$ cat src/verilog/asr_pkg.sv
// package for the async sram host port controller: constants and carriers
package asr_pkg;
  // geometry of the array
  localparam int ADDR_W = 14;      // word_index width
  localparam int DATA_W = 4;       // nibble_bus width
  // pin timing in ns, as printed for the slowest grade
  localparam int CLK_PERIOD_NS = 5;     // 200 mhz reference clock
  localparam int T_ACCESS_NS   = 85;    // address / select access time
  localparam int T_WPULSE_NS   = 45;    // write pulse width
  localparam int T_DSETUP_NS   = 35;    // data valid to end of write
  localparam int T_DHOLD_NS    = 5;     // data hold after end of write
  localparam int T_HIZ_NS      = 40;    // deselect to outputs floating
  // least times round up to whole cycles
  localparam int ACC_CYC  = (T_ACCESS_NS + CLK_PERIOD_NS - 1) / CLK_PERIOD_NS;
  localparam int WP_CYC   = (T_WPULSE_NS + CLK_PERIOD_NS - 1) / CLK_PERIOD_NS;
  localparam int DH_CYC   = (T_DHOLD_NS + CLK_PERIOD_NS - 1) / CLK_PERIOD_NS;
  localparam int HIZ_CYC  = (T_HIZ_NS + CLK_PERIOD_NS - 1) / CLK_PERIOD_NS;
  localparam int CNT_W    = 6;     // wide enough for every count above
  localparam logic [CNT_W-1:0] CNT_ZERO = 6'h00;
  localparam logic [CNT_W-1:0] CNT_ONE  = 6'h01;

  // request from the user side
  typedef struct packed {
    logic              wr;     // 1 = write, 0 = read
    logic [ADDR_W-1:0] addr;   // word index
    logic [DATA_W-1:0] wdata;  // write nibble
  } asr_req_t;

  // controller states
  typedef enum logic [2:0] {
    ST_IDLE,
    ST_RD_WAIT,
    ST_WR_PULSE,
    ST_WR_HOLD,
    ST_RECOVER
  } asr_state_t;

  // state of the controller, apart from the read pin sync flops
  typedef struct packed {
    asr_state_t        st;
    logic [CNT_W-1:0]  cnt;
    logic              sel_n;
    logic              store_n;
    logic [ADDR_W-1:0] addr;
    logic [DATA_W-1:0] dout;
    logic              doe;
    logic [DATA_W-1:0] rdata;
    logic              rvalid;
    logic              ready;
  } asr_regs_t;
endpackage

$ cat src/verilog/asr_host.sv
// host controller that runs one async sram word port from a clocked side
//
// How it works
// RQ1 - 16k words of 4 bits, 14-bit index
// RQ2 - select high puts device in standby
// RQ3 - reads keep store strobe high
// RQ4 - select held low for whole read
// RQ5 - address valid before select falls; code loads address and lowers select on the same clock edge
// RQ6 - address changes only when select high
// RQ7 - write happens while both strobes low
// RQ8 - write ends at first strobe rising
// RQ9 - select falls with strobe: outputs stay off
// RQ10 - strobe low floats device read drivers
// RQ11 - strobe high again re-enables device drivers
// RQ12 - read data follows address asynchronously
// RQ13 - hold write data past end; no contention
// RQ14 - device is clockless, purely level driven
module asr_host (
  input  wire logic                          i_ref_clk,
  input  wire logic                          i_sys_rst,
  input  wire logic                          i_req_valid,
  input  wire asr_pkg::asr_req_t             i_req,
  output logic                               o_req_ready,
  output logic [asr_pkg::DATA_W-1:0]         o_rdata,
  output logic                               o_rvalid,
  output logic                               o_sel_n,
  output logic                               o_store_n,
  output logic [asr_pkg::ADDR_W-1:0]         o_word_index,
  output logic [asr_pkg::DATA_W-1:0]         o_nibble_bus_o,
  output logic                               o_nibble_bus_oe,
  input  wire logic [asr_pkg::DATA_W-1:0]    i_nibble_bus_i
);
  asr_pkg::asr_regs_t r_reg;               // registered state except the pin sync flops
  asr_pkg::asr_regs_t r_next;              // its next value
  logic [asr_pkg::DATA_W-1:0] rd_s1_reg;   // pin sync stage one
  logic [asr_pkg::DATA_W-1:0] rd_s2_reg;   // pin sync stage two
  logic [asr_pkg::DATA_W-1:0] rd_s3_reg;   // pin sync stage three

  // load a down counter with a cycle count
  function automatic logic [asr_pkg::CNT_W-1:0] cyc(input int n);
    cyc = asr_pkg::CNT_W'(n);
  endfunction

  // read pins pass three flops; data counts once stages two and three agree
  always_ff @(posedge i_ref_clk)
  begin
    rd_s1_reg <= i_nibble_bus_i;
    rd_s2_reg <= rd_s1_reg;
    rd_s3_reg <= rd_s2_reg;
  end

  // next-state logic
  always_comb
  begin
    r_next = r_reg;
    r_next.rvalid = 1'b0;
    if (r_reg.cnt != asr_pkg::CNT_ZERO)
    begin
      r_next.cnt = r_reg.cnt - asr_pkg::CNT_ONE;
    end
    case (r_reg.st)
      // deselected, pins quiet
      asr_pkg::ST_IDLE:
      begin
        // RQ2 standby while idle
        r_next.sel_n   = 1'b1;
        r_next.store_n = 1'b1;
        r_next.ready   = 1'b1;
        if (i_req_valid && r_reg.ready)
        begin
          r_next.ready = 1'b0;
          // RQ5 RQ6 address set while deselected
          r_next.addr  = i_req.addr;
          r_next.sel_n = 1'b0;
          if (i_req.wr)
          begin
            // RQ9 strobe falls with select, device never drives
            r_next.store_n = 1'b0;
            r_next.dout    = i_req.wdata;
            r_next.doe     = 1'b1;
            r_next.cnt     = cyc(asr_pkg::WP_CYC);
            r_next.st      = asr_pkg::ST_WR_PULSE;
          end
          else
          begin
            // RQ3 strobe high for reads; wait access plus sync delay
            r_next.cnt = cyc(asr_pkg::ACC_CYC + 3);
            r_next.st  = asr_pkg::ST_RD_WAIT;
          end
        end
      end
      // read: select stays low until data is settled and sampled
      asr_pkg::ST_RD_WAIT:
      begin
        // RQ4 select held low through the access
        // RQ12 sample only once async data has settled and stages agree
        if (r_reg.cnt == asr_pkg::CNT_ZERO && rd_s2_reg == rd_s3_reg)
        begin
          r_next.rdata  = rd_s3_reg;
          r_next.rvalid = 1'b1;
          r_next.sel_n  = 1'b1;
          r_next.cnt    = cyc(asr_pkg::HIZ_CYC);
          r_next.st     = asr_pkg::ST_RECOVER;
        end
      end
      // write pulse: both strobes low, data already on the bus
      asr_pkg::ST_WR_PULSE:
      begin
        if (r_reg.cnt == asr_pkg::CNT_ZERO)
        begin
          // RQ8 select rise ends the write; strobe and data stay
          // a strobe-ended write would wake the device outputs while
          // our data is still driven, so select closes it instead
          r_next.sel_n = 1'b1;
          r_next.cnt   = cyc(asr_pkg::DH_CYC);
          r_next.st    = asr_pkg::ST_WR_HOLD;
        end
      end
      // data hold after end of write
      asr_pkg::ST_WR_HOLD:
      begin
        // RQ13 release bus and strobe together; device is deselected
        if (r_reg.cnt == asr_pkg::CNT_ZERO)
        begin
          r_next.doe     = 1'b0;
          r_next.store_n = 1'b1;
          r_next.cnt     = cyc(asr_pkg::HIZ_CYC);
          r_next.st      = asr_pkg::ST_RECOVER;
        end
      end
      // let device outputs float before the next cycle
      asr_pkg::ST_RECOVER:
      begin
        if (r_reg.cnt == asr_pkg::CNT_ZERO)
        begin
          r_next.ready = 1'b1;
          r_next.st    = asr_pkg::ST_IDLE;
        end
      end
      default:
      begin
        r_next.st = asr_pkg::ST_IDLE;
      end
    endcase
  end

  // state register with synchronous reset
  always_ff @(posedge i_ref_clk)
  begin
    if (i_sys_rst)
    begin
      r_reg         <= '0;
      r_reg.st      <= asr_pkg::ST_IDLE;
      r_reg.sel_n   <= 1'b1;
      r_reg.store_n <= 1'b1;
    end
    else
    begin
      r_reg <= r_next;
    end
  end

  // outputs straight from flops
  assign o_req_ready     = r_reg.ready;
  assign o_rdata         = r_reg.rdata;
  assign o_rvalid        = r_reg.rvalid;
  assign o_sel_n         = r_reg.sel_n;
  assign o_store_n       = r_reg.store_n;
  assign o_word_index    = r_reg.addr;
  assign o_nibble_bus_o  = r_reg.dout;
  assign o_nibble_bus_oe = r_reg.doe;
endmodule

$ cat config.mk
export PLATFORM = sky130hd
export DESIGN_NAME = asr_host
export DESIGN_NICKNAME = d
export VERILOG_FILES = /design/src/verilog/asr_pkg.sv /design/src/verilog/asr_host.sv
export SDC_FILE = /design/constraint.sdc
export NUM_CORES = 1
export LEC_CHECK = 0
export BUFFER_PORTS_ARGS = -buffer_cell sky130_fd_sc_hd__buf_2
export CAP_MARGIN = 20
export CORE_MARGIN = 4
export CORE_UTILIZATION = 55
export CTS_CLUSTER_SIZE = 24
export DETAILED_ROUTE_END_ITERATION = 7
export GPL_ROUTABILITY_DRIVEN = 0
export GPL_TIMING_DRIVEN = 1
export PLACE_DENSITY = 0.83
export SETUP_SLACK_MARGIN = 0.15
export SYNTH_ARGS = -nofsm -noshare
export SYNTH_HDL_FRONTEND = slang
export SYNTH_SLANG_ARGS = --single-unit
$ cat constraint.sdc
create_clock -name i_ref_clk -period 4.3 [get_ports i_ref_clk]
set_input_delay 0.43 -clock i_ref_clk [delete_from_list [all_inputs] [get_ports i_ref_clk]]
set_output_delay 0.43 -clock i_ref_clk [all_outputs]
set_load 0.005 [all_outputs]
==> metrics.txt <==
worst-case reg-to-reg path depth=10; hold path startpoint=i_nibble_bus_i[0]; Die ar.=0.00469 mm²; routed length per instance=around 14 µm; total congestion overflow=0; Fill cells=310; final WL=between 4000 and 5000 µm; via total after detailed routing=1630; antenna violations before repair=0; CTS Buf Count=5; reg-to-reg critical path endpoint=r_reg[27]; Avg Inst Size Synth=between 8 and 9 µm²; Clock Skew=0.00822 ns; destination of the worst hold path=rd_s1_reg[0]; #FFs+latches synth=48; Static Leak=0.913 nW; die width=68.5 µm; clock period minus final worst setup slack=about 2.6 ns; kind of end point of the critical path=register; most common cell in the netlist=sky130_fd_sc_hd__dfxtp_1; share of post-route cells with drive strength above 1=26.0%; pins over their slew limit=0; top area cells in the synthesized netlist=sky130_fd_sc_hd__dfxtp_1 48%, sky130_fd_sc_hd__buf_4 8.2%, sky130_fd_sc_hd__a21oi_1 7.2%; instance area after placement=0.00212 mm²; highest attainable clock frequency=around 380 MHz; Setup Total Neg Slack=0 ns; total of hold buffers inserted after clock tree synthesis=0; Hold Path Cell Cnt=1; clk sinks=48; starting density of the core=58.4%; latest clock arrival within the worst-skew pair=0.30 ns; maximum level of the CTS H-tree=2; RSZ-0062 raised after global routing=no; data required time at the worst endpoint=roughly 4.5 ns; crit path max fanout=8; P_int=0.745 mW; kind of critical path=reg2reg; arrival time worst endpoint=about 2.8 ns; Tcrit/Tclk final=61.1%; number of nets in the layout=283; part of the power in registers=about half; count of nets left with antenna violations after detail routing=0; Post-CTS Setup Repair Bufs=0; chip height=68.5 µm; result of the run=finished clean; post-cts sizing count=0; Tot GR Track Use=19.1%; summed instance area of the synthesized netlist=around 0.0020 mm²; final setup violation count=0; global-route wire length before repair=6610 µm; total power per unit cell area=499 mW/mm²; growth of design area from synthesis to finish=10.1%; max reg flops=14; type of the most critical hold path=in2reg; Clock Tree Root=sky130_fd_sc_hd__clkbuf_8; total number of placement rows=21; register area share after synthesis=47.8%; Critical Path Source Type=register; DRC viols=0; maxcap violations=0; number of detailed-route iterations in the first pass=4; post-route cell area=around 0.0022 mm²; top cells by count, synth=48 x sky130_fd_sc_hd__dfxtp_1, 36 x sky130_fd_sc_hd__nand2_1, 29 x sky130_fd_sc_hd__a21oi_1, 22 x sky130_fd_sc_hd__buf_4, 12 x sky130_fd_sc_hd__clkbuf_1; number of diodes added for antenna fixing=0; maximum number of pins on one net before global-route repair=38; clock power share=about a quarter; cell type with the largest total area after synthesis=sky130_fd_sc_hd__dfxtp_1; Core Region=0.00344 mm²; share of synthesized flip-flops with an asynchronous set or reset=0%; post-synth top area share=47.8%; worst slew pin tran=0.779 ns; Top FF cell, synth=sky130_fd_sc_hd__dfxtp_1; headroom to the max-slew limit=47.9%; Logic pwr share=27.1%; reg-to-reg slack, setup=1.67 ns; Net Sw Power=about 0.36 mW; total of warnings raised by yosys=0; post-CTS clock slew at the launch and capture registers of the worst setup and hold paths=~0.090 ns; Netlist cell types=40; IR drop worst, VDD=0.274 mV; clock tree from TritonCTS=built; IO Count=53; number of enable flip-flop cells after synthesis=0; switching part of the total power=32.5%; Synthesized Nets=259; number of standard cells after synthesis=230; clock tree buffer depth=2; via count of the first global-routing pass=approximately 1500; count of input and output buffers=52; via count normalized by instance count=5.43; final count of hold timing violations=0; placed wire-length estimate after detailed placement=2680 µm; startpoint of the most critical register-to-register path=r_reg[27]; Iteration-0 DRC Markers=131
cell type report:
class | count | area [µm²] | area share, %
sequential | 48 | 961 | 43.4
multi-input combinational | 140 | 813 | 36.7
timing repair buffer | 53 | 268 | 12.1
clock buffer | 6 | 82.6 | 3.73
tap | 46 | 57.6 | 2.60
inverter | 6 | 22.5 | 1.02
clock inverter | 1 | 8.76 | 0.396
logic make-up after synthesis:
kind of cell / count (synthesis) / share of synthesized area, %
muxes: 2 / 1.06
AOI/OAI and AO/OA: 53 / 15.8
DFF: 48 / 47.8
adders and majority gates: 3 / 1.87
buffers and inverters: 42 / 12.1
xor gates and xnor gates: 6 / 2.61
and+or+nand+nor: 76 / 18.8
worst max-delay path by stage:
stage,from,endpoint,depth (start not counted),slack [ns]
after floorplan,r_reg[27],r_reg[27],10,2.10
after global placement,r_reg[27],r_reg[27],10,1.92
after detailed placement,r_reg[27],r_reg[27],10,1.78
after CTS,r_reg[27],r_reg[27],10,1.71
after global routing,r_reg[27],r_reg[27],8,1.54
final,r_reg[27],r_reg[27],10,1.67
through the flow:
| stage | hold WS, ns | instances | utilization, % | setup WS [ns] | total power [mW] |
|---|---|---|---|---|---|
| 2_1_floorplan | 0.310 | 230 | - | 2.10 | 0.764 |
| 3_3_place_gp | 0.311 | 293 | 61.7 | 1.92 | 0.812 |
| 3_5_place_dp | 0.314 | 293 | 61.7 | 1.78 | 0.828 |
| 4_1_cts | 0.213 | 300 | 64.3 | 1.71 | 1.11 |
| 5_1_grt | 0.207 | 300 | 64.3 | 1.54 | 1.17 |
| 6_report | 0.223 | 300 | 64.3 | 1.67 | 1.10 |
placed cells by master, fill, tap and decap left out, types with 3 or more instances in the layout:
| cell type | synthesis | routed |
|---|---|---|
| sky130_fd_sc_hd__nand2b_1 | 3 | 3 |
| sky130_fd_sc_hd__dfxtp_1 | 48 | 48 |
| sky130_fd_sc_hd__a31oi_1 | 3 | 3 |
| sky130_fd_sc_hd__a21oi_1 | 29 | 29 |
| sky130_fd_sc_hd__xnor2_1 | 4 | 4 |
| sky130_fd_sc_hd__clkbuf_8 | 0 | 6 |
| sky130_fd_sc_hd__nand3_1 | 6 | 6 |
| sky130_fd_sc_hd__o21ai_0 | 5 | 5 |
| sky130_fd_sc_hd__ha_1 | 3 | 3 |
| sky130_fd_sc_hd__nand4_1 | 7 | 7 |
| sky130_fd_sc_hd__buf_2 | 2 | 52 |
| sky130_fd_sc_hd__nor3_1 | 3 | 3 |
| sky130_fd_sc_hd__o31ai_1 | 4 | 4 |
| sky130_fd_sc_hd__nand2_1 | 36 | 36 |
| sky130_fd_sc_hd__nor4_1 | 4 | 3 |
| sky130_fd_sc_hd__nor2_1 | 7 | 7 |
| sky130_fd_sc_hd__inv_1 | 6 | 6 |
power groups by stage:
stage / combinational [mW] / sequential [mW] / clock [mW]
6_report: 0.299 / 0.531 / 0.274
4_1_cts: 0.299 / 0.530 / 0.280
5_1_grt: 0.337 / 0.536 / 0.301
3_5_place_dp: 0.288 / 0.540 / 0
2_1_floorplan: 0.236 / 0.527 / 0
3_3_place_gp: 0.275 / 0.537 / 0
critical path: stages (launching register included):
cell,delay (ns)
sky130_fd_sc_hd__dfxtp_1,0.34
sky130_fd_sc_hd__inv_1,0.08
sky130_fd_sc_hd__ha_1,0.19
sky130_fd_sc_hd__or3b_4,0.44
sky130_fd_sc_hd__nor3_2,0.41
sky130_fd_sc_hd__inv_1,0.28
sky130_fd_sc_hd__ha_1,0.25
sky130_fd_sc_hd__and2_1,0.15
sky130_fd_sc_hd__o21ai_0,0.16
sky130_fd_sc_hd__a21o_1,0.14
sky130_fd_sc_hd__a21oi_1,0.05
layer usage:
| layer | share of wire, % | up-vias | wire (µm) | global-route usage [%] |
|---|---|---|---|---|
| li1 | - | 821 | - | - |
| met2 | 48 | 54 | 1980 | 30.5 |
| met3 | 7.2 | 10 | 296 | 6.73 |
| met1 | 42 | 745 | 1730 | 22.5 |
| met4 | 2.2 | 0 | 91 | 9.68 |
| met5 | 0 | - | 0 | 0 |
Note: power is estimated with default switching activity, not from simulation.
